**config.mk**
```make
export PLATFORM = sky130hd
export DESIGN_NAME = tx_search_ctrl
export DESIGN_NICKNAME = d
export VERILOG_FILES = /design/src/hw/tx_search_pkg.sv /design/src/hw/tx_search_ctrl.sv
export SDC_FILE = /design/constraint.sdc
export NUM_CORES = 1
export LEC_CHECK = 0
export ABC_AREA = 1
export BUFFER_PORTS_ARGS = -buffer_cell sky130_fd_sc_hd__buf_2
export CELL_PAD_IN_SITES_DETAIL_PLACEMENT = 1
export CELL_PAD_IN_SITES_GLOBAL_PLACEMENT = 1
export CORE_UTILIZATION = 49
export CTS_CLUSTER_SIZE = 8
export DETAILED_ROUTE_END_ITERATION = 6
export PLACE_DENSITY_LB_ADDON = 0.1
export RECOVER_POWER = 50
export SYNTH_ARGS = -nofsm -noshare
export SYNTH_HDL_FRONTEND = slang
export SYNTH_SLANG_ARGS = --single-unit
export TNS_END_PERCENT = 50
```
**constraint.sdc**
```tcl
create_clock -name clk_i -period 12.3 [get_ports clk_i]
set_clock_uncertainty 0.15 [all_clocks]
set_input_delay 0 -clock clk_i [delete_from_list [all_inputs] [get_ports clk_i]]
set_output_delay 0 -clock clk_i [all_outputs]
set_load 0.05 [all_outputs]
```
**src/hw/tx_search_pkg.sv**
```systemverilog
// constants, state and struct types of the transmit power search controller
package tx_search_pkg;

  ////////////////////////////////////////////////////////////////////////////
  // timing
  localparam int unsigned CLK_HZ = 125_000_000;
  localparam int unsigned CLK_PERIOD_NS = 8;
  localparam int unsigned US_NS = 1000;
  localparam int unsigned US_CYCLES = US_NS / CLK_PERIOD_NS;
  localparam int unsigned STARTUP_HZ = 2500;
  localparam int unsigned STARTUP_HALF_CYCLES = CLK_HZ / (2 * STARTUP_HZ);
  localparam int unsigned DEFAULT_DELAY_MS = 20;
  localparam int unsigned DEFAULT_DELAY_US = DEFAULT_DELAY_MS * 1000;
  localparam int unsigned SETTLE_MIN_MS = 1;
  localparam int unsigned SETTLE_MAX_MS = 20;

  ////////////////////////////////////////////////////////////////////////////
  // search steps, in 1/32 of the tank period
  localparam logic [4:0] FIRST_STEP = 5'h01;
  localparam logic [4:0] MAX_STEP = 5'h10;
  localparam logic [7:0] DEFAULT_STEP_THR = 8'h10;

  ////////////////////////////////////////////////////////////////////////////
  // register offsets (byte addresses) and reset values
  localparam logic [7:0] OFS_SETTLE = 8'h00;
  localparam logic [7:0] OFS_DELAY = 8'h04;
  localparam logic [7:0] OFS_SEARCH = 8'h08;
  localparam logic [7:0] OFS_FREQ = 8'h0C;
  localparam logic [7:0] OFS_STATUS = 8'h10;
  localparam logic [15:0] RST_SETTLE_US = 16'(SETTLE_MIN_MS * 1000);
  localparam logic [23:0] RST_DELAY_US = 24'h0F4240;
  localparam logic [4:0] RST_MIN_STEP = 5'h02;
  localparam logic [7:0] RST_STEP_THR = 8'h10;
  localparam logic [15:0] RST_FREQ_LIMIT = 16'h00FA;
  // search config fields
  localparam int unsigned MIN_STEP_LSB = 0;
  localparam int unsigned STEP_THR_LSB = 8;

  ////////////////////////////////////////////////////////////////////////////
  // synchronised comparator pins
  localparam int unsigned NPINS = 13;
  localparam int unsigned P_ITH = 0;
  localparam int unsigned P_ILIM = 1;
  localparam int unsigned P_CURRENT_MONITOR_LEVEL_GND = 2;
  localparam int unsigned P_HOT = 3;
  localparam int unsigned P_NTC_OPEN = 4;
  localparam int unsigned P_DIS = 5;
  localparam int unsigned P_SETTLE_HI = 6;
  localparam int unsigned P_DLY_GND = 7;
  localparam int unsigned P_DLY_OPEN = 8;
  localparam int unsigned P_FB_GND = 9;
  localparam int unsigned P_PWM_GND = 10;
  localparam int unsigned P_THR_HI = 11;
  localparam int unsigned P_DIR = 12;

  typedef enum logic [1:0] {st_off, st_search, st_hold, st_rest} state_e;

  typedef struct packed {
    logic [NPINS-1:0] sync1;
    logic [NPINS-1:0] sync2;
    logic ack;
    logic [31:0] dat;
    logic [15:0] settle_us;
    logic [23:0] delay_us;
    logic [4:0] min_step;
    logic [7:0] step_thr;
    logic [15:0] freq_limit;
    state_e state;
    logic [4:0] step;
    logic [7:0] prev_fb;
    logic fb_valid;
    logic [6:0] us_cnt;
    logic [23:0] tmr;
    logic [15:0] half_cnt;
    logic [15:0] half_period;
    logic locked;
    logic dir_prev;
    logic [15:0] su_cnt;
    logic sq;
    logic [16:0] pw_cnt;
    logic node_a;
    logic node_b;
    logic freq_fault;
    logic no_rx;
    logic ilim_flag;
    logic stat_on;
  } ctrl_s;

endpackage

```
**src/hw/tx_search_ctrl.sv**
```systemverilog
// transmit power search controller with wishbone register slave
//
// The Wishbone register port and the address map are this design's own decisions.
`timescale 1ns/1ps

module tx_search_ctrl #(
  parameter int unsigned STARTUP_HALF = tx_search_pkg::STARTUP_HALF_CYCLES,
  parameter int unsigned DEFAULT_DELAY = tx_search_pkg::DEFAULT_DELAY_US
) (
  input wire logic clk_i,
  input wire logic rst_i,
  input wire logic wb_cyc_i,
  input wire logic wb_stb_i,
  input wire logic wb_we_i,
  input wire logic [7:0] wb_adr_i,
  input wire logic [3:0] wb_sel_i,
  input wire logic [31:0] wb_dat_i,
  output logic [31:0] wb_dat_o,
  output logic wb_ack_o,
  input wire logic search_current_threshold_i,
  input wire logic delay_current_limit_i,
  input wire logic current_monitor_grounded_i,
  input wire logic thermistor_hot_i,
  input wire logic thermistor_open_i,
  input wire logic disable_i,
  input wire logic settle_cap_tied_high_i,
  input wire logic search_delay_cap_grounded_i,
  input wire logic search_delay_cap_open_i,
  input wire logic tank_feedback_grounded_i,
  input wire logic min_pulse_width_grounded_i,
  input wire logic feedback_step_tied_high_i,
  input wire logic tank_current_dir_i,
  input wire logic [7:0] tank_feedback_i,
  output logic switch_node_a_o,
  output logic switch_node_b_o,
  output logic status_o,
  output logic status_oe_n_o
);

  ////////////////////////////////////////////////////////////////////////////
  // state and derived terms

  tx_search_pkg::ctrl_s cur;
  tx_search_pkg::ctrl_s next_cur;

  logic [tx_search_pkg::NPINS-1:0] pins;
  logic [tx_search_pkg::NPINS-1:0] s;
  logic disabled;
  logic hot_eff;
  logic ith_eff;
  logic ilim_eff;
  logic dir;
  logic dir_edge;
  logic drive_en;
  logic tick;
  logic settle_done;
  logic delay_done;
  logic [23:0] delay_target;
  logic [7:0] fb_delta;
  logic [7:0] step_thr_eff;
  logic [4:0] first_step;
  logic fb_exit;
  logic freq_fault_now;
  logic [20:0] prod;
  logic [16:0] thr_a;
  logic [16:0] thr_b;
  logic [31:0] settle_wr;
  logic [31:0] delay_wr;
  logic [31:0] freq_wr;

  function automatic logic [31:0] merge(input logic [31:0] old, input logic [31:0] d,
                                        input logic [3:0] sel);
    logic [31:0] r;
    r = old;
    for (int i = 0; i < 4; i++) begin
      if (sel[i]) begin
        r[i*8 +: 8] = d[i*8 +: 8];
      end
    end
    return r;
  endfunction

  assign pins = {tank_current_dir_i, feedback_step_tied_high_i, min_pulse_width_grounded_i,
                 tank_feedback_grounded_i, search_delay_cap_open_i,
                 search_delay_cap_grounded_i, settle_cap_tied_high_i, disable_i,
                 thermistor_open_i, thermistor_hot_i, current_monitor_grounded_i,
                 delay_current_limit_i, search_current_threshold_i};
  assign s = cur.sync2;
  assign settle_wr = merge({16'h0000, cur.settle_us}, wb_dat_i, wb_sel_i);
  assign delay_wr = merge({8'h00, cur.delay_us}, wb_dat_i, wb_sel_i);
  assign freq_wr = merge({16'h0000, cur.freq_limit}, wb_dat_i, wb_sel_i);

  assign disabled = s[tx_search_pkg::P_DIS] | s[tx_search_pkg::P_SETTLE_HI];
  assign hot_eff = s[tx_search_pkg::P_HOT] & ~s[tx_search_pkg::P_NTC_OPEN];
  assign ith_eff = s[tx_search_pkg::P_ITH] & ~s[tx_search_pkg::P_CURRENT_MONITOR_LEVEL_GND];
  assign ilim_eff = s[tx_search_pkg::P_ILIM] & ~s[tx_search_pkg::P_CURRENT_MONITOR_LEVEL_GND];
  assign dir = s[tx_search_pkg::P_DIR];
  assign dir_edge = dir ^ cur.dir_prev;
  assign drive_en = ~disabled & ~hot_eff &
                    (cur.state == tx_search_pkg::st_search || cur.state == tx_search_pkg::st_hold);
  assign tick = (cur.us_cnt == 7'(tx_search_pkg::US_CYCLES - 1));
  assign settle_done = (cur.tmr >= {8'h00, cur.settle_us});
  // open delay pin falls back to the short default
  assign delay_target = s[tx_search_pkg::P_DLY_OPEN] ? 24'(DEFAULT_DELAY) : cur.delay_us;
  assign delay_done = (cur.tmr >= delay_target) & ~s[tx_search_pkg::P_DLY_GND];
  assign fb_delta = (tank_feedback_i >= cur.prev_fb) ? tank_feedback_i - cur.prev_fb :
                    cur.prev_fb - tank_feedback_i;
  assign step_thr_eff = s[tx_search_pkg::P_THR_HI] ? tx_search_pkg::DEFAULT_STEP_THR :
                        cur.step_thr;
  assign fb_exit = cur.fb_valid & ~s[tx_search_pkg::P_FB_GND] & (fb_delta >= step_thr_eff);
  assign first_step = s[tx_search_pkg::P_PWM_GND] ? tx_search_pkg::FIRST_STEP :
                      (cur.min_step == 5'h00) ? tx_search_pkg::FIRST_STEP :
                      (cur.min_step > tx_search_pkg::MAX_STEP) ? tx_search_pkg::MAX_STEP :
                      cur.min_step;
  // a half period shorter than the limit means the tank looks detuned by metal
  assign freq_fault_now = dir_edge & cur.locked & (cur.half_cnt < cur.freq_limit);
  // width = step/32 of the full period = half period * step / 16
  assign prod = 21'(cur.half_period) * 21'(cur.step);
  assign thr_a = prod[20:4];
  assign thr_b = prod[20:4];

  ////////////////////////////////////////////////////////////////////////////
  // next state

  always_comb begin
    next_cur = cur;
    next_cur.sync1 = pins;
    next_cur.sync2 = cur.sync1;
    next_cur.dir_prev = dir;
    next_cur.us_cnt = tick ? 7'h00 : cur.us_cnt + 7'h01;
    if (tick && cur.tmr != 24'hFFFFFF) begin
      next_cur.tmr = cur.tmr + 24'h000001;
    end

    // wishbone slave, one wait state, unmapped reads zero
    next_cur.ack = 1'b0;
    if (wb_cyc_i && wb_stb_i && !cur.ack) begin
      next_cur.ack = 1'b1;
      next_cur.dat = 32'h00000000;
      if (wb_we_i) begin
        case (wb_adr_i)
          tx_search_pkg::OFS_SETTLE: begin
            next_cur.settle_us = settle_wr[15:0];
          end
          tx_search_pkg::OFS_DELAY: begin
            next_cur.delay_us = delay_wr[23:0];
          end
          tx_search_pkg::OFS_SEARCH: begin
            next_cur.min_step = wb_sel_i[0] ? wb_dat_i[tx_search_pkg::MIN_STEP_LSB +: 5] :
                                cur.min_step;
            next_cur.step_thr = wb_sel_i[1] ? wb_dat_i[tx_search_pkg::STEP_THR_LSB +: 8] :
                                cur.step_thr;
          end
          tx_search_pkg::OFS_FREQ: begin
            next_cur.freq_limit = freq_wr[15:0];
          end
          default: begin
          end
        endcase
      end else begin
        case (wb_adr_i)
          tx_search_pkg::OFS_SETTLE: next_cur.dat = {16'h0000, cur.settle_us};
          tx_search_pkg::OFS_DELAY: next_cur.dat = {8'h00, cur.delay_us};
          tx_search_pkg::OFS_SEARCH: next_cur.dat = {16'h0000, cur.step_thr, 3'h0,
                                                     cur.min_step};
          tx_search_pkg::OFS_FREQ: next_cur.dat = {16'h0000, cur.freq_limit};
          tx_search_pkg::OFS_STATUS: next_cur.dat = {cur.half_period, 3'h0, cur.step, 1'b0,
                                                     cur.locked, cur.ilim_flag, cur.no_rx,
                                                     hot_eff, cur.freq_fault,
                                                     cur.state == tx_search_pkg::st_search,
                                                     cur.stat_on};
          default: next_cur.dat = 32'h00000000;
        endcase
      end
    end

    // search sequencer
    case (cur.state)
      tx_search_pkg::st_off: begin
        if (!disabled) begin
          next_cur.state = tx_search_pkg::st_search;
          next_cur.step = first_step;
          next_cur.tmr = 24'h000000;
          next_cur.fb_valid = 1'b0;
          next_cur.freq_fault = 1'b0;
        end
      end
      tx_search_pkg::st_search: begin
        if (disabled) begin
          next_cur.state = tx_search_pkg::st_off;
        end else if (freq_fault_now) begin
          next_cur.state = tx_search_pkg::st_rest;
          next_cur.freq_fault = 1'b1;
          next_cur.tmr = 24'h000000;
        end else if (ith_eff) begin
          next_cur.state = tx_search_pkg::st_hold;
          next_cur.no_rx = 1'b0;
          next_cur.ilim_flag = 1'b0;
          next_cur.tmr = 24'h000000;
        end else if (settle_done) begin
          next_cur.tmr = 24'h000000;
          if (fb_exit) begin
            next_cur.state = tx_search_pkg::st_hold;
            next_cur.no_rx = 1'b0;
            next_cur.ilim_flag = 1'b0;
          end else if (cur.step >= tx_search_pkg::MAX_STEP) begin
            next_cur.state = tx_search_pkg::st_rest;
            next_cur.no_rx = 1'b1;
          end else begin
            next_cur.step = cur.step + 5'h01;
            next_cur.prev_fb = tank_feedback_i;
            next_cur.fb_valid = 1'b1;
          end
        end
      end
      tx_search_pkg::st_hold: begin
        if (disabled) begin
          next_cur.state = tx_search_pkg::st_off;
        end else if (freq_fault_now) begin
          next_cur.state = tx_search_pkg::st_rest;
          next_cur.freq_fault = 1'b1;
          next_cur.tmr = 24'h000000;
        end else if (ilim_eff || delay_done) begin
          // current limit restarts the search at once, even with one-shot delay
          next_cur.state = tx_search_pkg::st_search;
          next_cur.ilim_flag = ilim_eff;
          next_cur.step = first_step;
          next_cur.tmr = 24'h000000;
          next_cur.fb_valid = 1'b0;
          next_cur.freq_fault = 1'b0;
        end
      end
      tx_search_pkg::st_rest: begin
        if (disabled) begin
          next_cur.state = tx_search_pkg::st_off;
        end else if (delay_done) begin
          next_cur.state = tx_search_pkg::st_search;
          next_cur.step = first_step;
          next_cur.tmr = 24'h000000;
          next_cur.fb_valid = 1'b0;
          next_cur.freq_fault = 1'b0;
        end
      end
      default: begin
        next_cur.state = tx_search_pkg::st_off;
      end
    endcase

    // half period measurement from tank current direction changes
    if (dir_edge) begin
      next_cur.half_period = cur.half_cnt;
      next_cur.half_cnt = 16'h0000;
    end else if (cur.half_cnt != 16'hFFFF) begin
      next_cur.half_cnt = cur.half_cnt + 16'h0001;
    end

    // bridge drive
    if (!drive_en) begin
      next_cur.node_a = 1'b0;
      next_cur.node_b = 1'b0;
      next_cur.locked = 1'b0;
      next_cur.pw_cnt = 17'h00000;
      next_cur.su_cnt = 16'h0000;
      next_cur.sq = 1'b0;
    end else if (!cur.locked) begin
      // fixed start-up square wave until the tank rings
      if (cur.su_cnt == 16'(STARTUP_HALF - 1)) begin
        next_cur.su_cnt = 16'h0000;
        next_cur.sq = ~cur.sq;
      end else begin
        next_cur.su_cnt = cur.su_cnt + 16'h0001;
      end
      next_cur.node_a = next_cur.sq;
      next_cur.node_b = ~next_cur.sq;
      next_cur.locked = dir_edge;
    end else begin
      if (dir_edge) begin
        next_cur.pw_cnt = dir ? thr_a : thr_b;
      end else if (cur.pw_cnt != 17'h00000) begin
        next_cur.pw_cnt = cur.pw_cnt - 17'h00001;
      end
      // pulse follows the current sign so a/c or b/d conduct in phase
      next_cur.node_a = dir & (next_cur.pw_cnt != 17'h00000);
      next_cur.node_b = ~dir & (next_cur.pw_cnt != 17'h00000);
    end

    next_cur.stat_on = (next_cur.state == tx_search_pkg::st_hold) & ~hot_eff & ~disabled;
  end

  always_ff @(posedge clk_i) begin
    if (rst_i) begin
      cur <= '0;
      cur.settle_us <= tx_search_pkg::RST_SETTLE_US;
      cur.delay_us <= tx_search_pkg::RST_DELAY_US;
      cur.min_step <= tx_search_pkg::RST_MIN_STEP;
      cur.step_thr <= tx_search_pkg::RST_STEP_THR;
      cur.freq_limit <= tx_search_pkg::RST_FREQ_LIMIT;
    end else begin
      cur <= next_cur;
    end
  end

  assign wb_dat_o = cur.dat;
  assign wb_ack_o = cur.ack;
  assign switch_node_a_o = cur.node_a;
  assign switch_node_b_o = cur.node_b;
  assign status_o = 1'b0;
  assign status_oe_n_o = ~cur.stat_on;
endmodule

```
Word-level counts from Yosys, hierarchy flattened
Index checks and enable logic that the tools add are counted.
- flip-flop bits (word level): 249
- bits of input ports: 70
- output and inout bits: 37
- logic and storage cells: 226
- $add $sub $neg: 8
- $mul: 1
- order comparisons: 7
- equality and inequality tests: 28
- multiplexer cells: 88
- bitwise gates (word level): 31
- reductions and logical operators: 31
- operators by type and width (kind ; count):
    $mux W24 ; 13
    $pmux W32 S5 ; 1
    $mux W102 ; 1
    $pmux W24 S4 ; 1
    $mux W8 ; 10
    $mux W14 ; 5
    $mux W69 ; 1
    $mux W17 ; 4
    $mux W16 ; 4
    $reduce_and A4 Y1 ; 9
    $mux W5 ; 7
    $reduce_bool A17 Y1 ; 2
    $add A16 B1 Y16 const B ; 2
    $mux W32 ; 1
    $pmux W7 S4 ; 1
    $add A24 B1 Y24 const B ; 1
    $ge A24 B16 Y1 ; 1
    $ge A24 B24 Y1 ; 1
    $mux W2 ; 12
    $ne A2 B2 Y1 const B ; 12
    $ne A24 B24 Y1 const B ; 1
    $mul A16 B5 Y21 ; 1
    $mux W7 ; 3
    $mux W1 ; 19
    40 further kinds ; 81

Depth between registers and ports, before layout
- word-level depth: 13
- depth in mapped cells: 31

Least setup slack after synthesis
OpenSTA, ideal clock, no wires.
- kind: flip-flop to flip-flop
- start: register cur[118] (netlist name)
- end: register cur, in the netlist switch_node_a_o
- arrival time: 4.025 ns
- path slack: 7.992 ns
- stages on the path, launching flop included: 23
- path buffers: 2
- period minus slack after synthesis: 4.308 ns
- path through: dfxtp_1 -> clkbuf_1 -> clkbuf_1 -> nand2_1 -> fa_1 -> inv_1 -> fa_1 -> fa_1 -> ha_1 -> nand2_1 -> inv_1 -> a21oi_1 -> nor2_1 -> nor2_1 -> nand3b_1 -> nand3_1 -> nand2_1 -> inv_1 -> nand2_1 -> nor2_1 -> nand4_1 -> nand2_1 -> a21oi_1
- cells in the longest elaborated chain, start to end: 7
- ends and longest elaborated chain (element ; RTL line ; RTL):
    start: declaration ; tx_search_ctrl.sv:43 ; tx_search_pkg::ctrl_s cur;
    start signal: assignment ; tx_search_ctrl.sv:299 ; cur <= next_cur;
    $mul A16 B5 Y21 ; tx_search_ctrl.sv:118 ; assign prod = 21'(cur.half_period) * 21'(cur.step);
    $mux W17 ; tx_search_ctrl.sv:277 ; if (dir_edge) begin
    $mux W17 ; tx_search_ctrl.sv:265 ; end else if (!cur.locked) begin
    $mux W17 ; tx_search_ctrl.sv:258 ; if (!drive_en) begin
    $reduce_bool A17 Y1 ; tx_search_ctrl.sv:283 ; next_cur.node_a = dir & (next_cur.pw_cnt != 17'h00000);
    $and A1 B1 Y1 ; tx_search_ctrl.sv:283 ;
    $mux W2 ; tx_search_ctrl.sv:265 ;
Every way passes these cells. The select of a mux whose other input is x is not followed.
A chain may end at the register's enable or synchronous reset.

Worst setup path after layout
- start: input rst_i
- end: register cur[37] (netlist name)
- cells in the longest elaborated chain, start to end: 1
- ends and longest elaborated chain (element ; RTL line ; RTL):
    start: declaration ; tx_search_ctrl.sv:11 ; input wire logic rst_i,
    $reduce_or A2 Y1 (no line) ; n/a ;
Every way passes these cells.

==> results.yml <==
finish:
  leading_cell_types_in_the_layout_fill_and_taps_excluded: "nand2_1, inv_1, dfxtp_1, nor2_1, a21oi_1"
  utilization_pct: 57.3
  mostFrequentLayoutCell: "nand2_1"
  final_design_area_no_fill_um2: 18800
  drive_above_1_share_pct: 7.98
  finish.cell_count_without_fillers: 2911
  design.final.nets: 2693
  area_growth_syn_to_layout_pct: 14.3
status:
  failed_checks: "max-capacitance violations, max-slew violations"
  outcome: "finished with violations"
placement:
  post-place-ws_ps: 7290
  gp_routability_congestion: 0.912
  place.port_buffers: 96
  dpl.hpwl_um: 38300
  dpl_cell_area_um2: 16900
  placed_cells: 2776
worst_setup_path:
  crit_path_required_time_ps: 12600
  critical_path_peak_fanout: 91
  path_delay_family: "buffers and inverters"
  crit_chain: "dlygate4sd3_1 -> clkbuf_1 -> clkinv_1 -> clkbuf_1 -> nand3_1 -> inv_1 -> nand2_1 -> inv_1 -> o21ai_0 -> a21oi_1"
  crit_path_dat_ps: 6890
  critical_setup_path_kind: "in -> reg"
  critical_path_buf_inv_count: 6
  reg2reg_depth: 20
  cell_depth_of_the_worst_setup_path: 10
  critical_path.max_stage_delay_ps: 2800
  timing.critical_path.slowest_stage_cell: "clkbuf_1"
  startpoint_type: "input pin"
  setup.worst_path.end_class: "flip-flop"
clock_network:
  clk_root_buffer_cell: "clkbuf_16"
  cts_num_sinks: 249
  hold_buffer_count_at_cts: 90
  cts.repair_timing.setup_buffer_count: 0
  worst_skew_pair.late_latency_ps: 540
  tritoncts: "done"
  post_cts_resize_count: 0
  clk_pin_slew_worst_paths_ps: 60
  cts_buffer_depth: 3
  number_of_buffers_created_by_cts: 37
  htree_levels: 2
timing:
  hold_violations: 0
  unrepaired_setup_endpoints_after_global_routing: "no"
  fmax_mhz: 152
  setup_violations: 0
  post_route_fraction_of_the_period_consumed_by_the_critical_path_pct: 53.6
  worstMarginPinSlew_ps: 3980
  totalNegativeSetupSlack_ps: 0
  final.setup.worst_slack_ps: 5700
  report.final.slew_viol_count: 220
  max_slew_margin_pct: -165
  layout_min_cycle_time_ps: 6600
die:
  ioPinCount: 107
  fp-row-count: 66
  initial_core_util_pct: 50.1
  design.die.area_um2: 34300
  core_area_um2: 32800
  die_height_um: 185
  die_x_um: 185
synth:
  synth.ff_latch_count: 249
  synth_edf_count: 0
  post_synth_num_cell_types: 60
  synth-seq-area-share_pct: 30.3
  syn-mean-instance-area_um2: 7.05
  asyncSetResetFlopFracSynth_pct: 0
  synth_top_cells_by_area: "dfxtp_1, nand2_1, ha_1"
  yosys_most_used_dff: "dfxtp_1"
  netlist.area_leader.share_pct: 30.3
  synth-warning-count: 0
  synth_top_area_cell: "dfxtp_1"
  mappedNetlistArea_um2: 16400
  syn_nets: 2561
  synthesis.instances: 2331
drt:
  ant_nets: 0
  avgViaCountPerCell: 5.57
  drt_first_pass_iters: 5
  routed_wire_length_per_instance_um: 18.9
  dr.first_iter.drc_count: 1126
  vias: 16200
  routed_wirelength_um: 55000
  drc: 0
power:
  power.density_nw_per_um2: 107
  vdd.ir_drop.worst_v: 0.0000982
  internal_mw: 1.46
  leakage_nw: 8.68
  netSwitchingFraction_pct: 27.2
  netSwitchingPower_uw: 546
  share_comb_of_total_power_pct: 10.7
  clock_power_share_pct: 46.9
  power_frac_seq_pct: 42.4
grt:
  grt_overflow: 0
  grt_antenna_before_repair: 1
  grt_max_degree: 92
  globalRouteTotalUtil_pct: 32.9
  grt_pass1_wl_um: 89000
  number_of_global_route_vias_before_repair: 17200
hold_path:
  worstHoldPathCells: 5
  holdCritPathClass: "in -> reg"
flow_run:
  maxCapViolCount: 4
==> worst min-delay path, cell delays in order <==
cell and delay (ps):
buf_2 140, nand4_1 140, a21oi_2 230, nand2_1 120
a21oi_1 50
==> area by class of cell <==
| type | count | area (um2) |
|---|---|---|
| antenna | 1 | 2.50 |
| clock buffer | 42 | 997 |
| clock inverter | 2 | 13.8 |
| fill | 4261 | 14000 |
| inverter | 390 | 1470 |
| multi-input combinational | 1593 | 9400 |
| sequential | 249 | 4980 |
| tap | 442 | 553 |
| timing repair buffer | 192 | 1370 |
==> state kept, by name (all words and copies together) (netlist names) <==
signal,count
s,13
cur,201
wb_dat_o,32
switch_node_b_o,1
switch_node_a_o,1
wb_ack_o,1
==> Yosys cell counts, types with 7 or more instances <==
library cell,n
nand3_2,9
nand3_1,103
nand2_1,454
nor2_2,35
o211ai_1,26
buf_4,38
buf_2,7
fa_1,43
a211oi_1,12
o221ai_1,8
dfxtp_1,249
a21oi_1,178
o22ai_1,25
nand4_1,32
ha_1,117
inv_1,374
inv_2,13
o21ai_0,135
xor2_1,42
nor2_1,238
xnor2_1,8
nand2_2,11
a22oi_1,8
clkbuf_1,43
nor3_1,35
==> layer usage <==
layer  vias up  global-route usage (%)  share of wire, %
li1       7729                       -                 -
met4         0                    13.6               3.7
met1      7899                    41.9                44
met3       138                    4.25               5.1
met2       460                    56.1                47
met5         -                       0                 0
==> cell families after synthesis <==
kind of cell | Yosys count | synth area share (%)
AND/OR/NAND/NOR | 951 | 25.4
buffers and inverters | 489 | 12.4
AO/OA/AOI/OAI | 426 | 14.7
flip-flops | 249 | 30.3
adder cells (fa/ha/maj) | 160 | 14.2
XOR/XNOR | 50 | 2.67
multiplexers | 5 | 0.312
other | 1 | 0.0228
==> metrics by stage <==
step                power, mW  hold WS (ps)
floorplan               0.993         -43.0
global placement         1.05          49.7
detailed placement       1.06          60.8
CTS                      2.00          20.3
global route             2.08          98.2
finish                   2.01          50.0
==> power groups by stage <==
stage,logic [mW],clock network [mW],registers (mW)
after floorplan,0.146,0,0.847
after global placement,0.187,0,0.864
after detailed placement,0.195,0,0.865
after CTS,0.211,0.944,0.850
after global routing,0.240,0.985,0.852
final,0.215,0.942,0.850
==> worst paths after layout <==
| path | slack [ps] | end | startpoint |
|---|---|---|---|
| setup / recovery | 5700 | cur[37] | rst_i |
| hold reg to reg | 250 | s[12] | cur[248] |
| setup reg to reg | 7130 | switch_node_a_o | cur[118] |
| hold / removal | 50 | wb_dat_o[21] | wb_adr_i[4] |
Power figures use the tool's default switching activity.
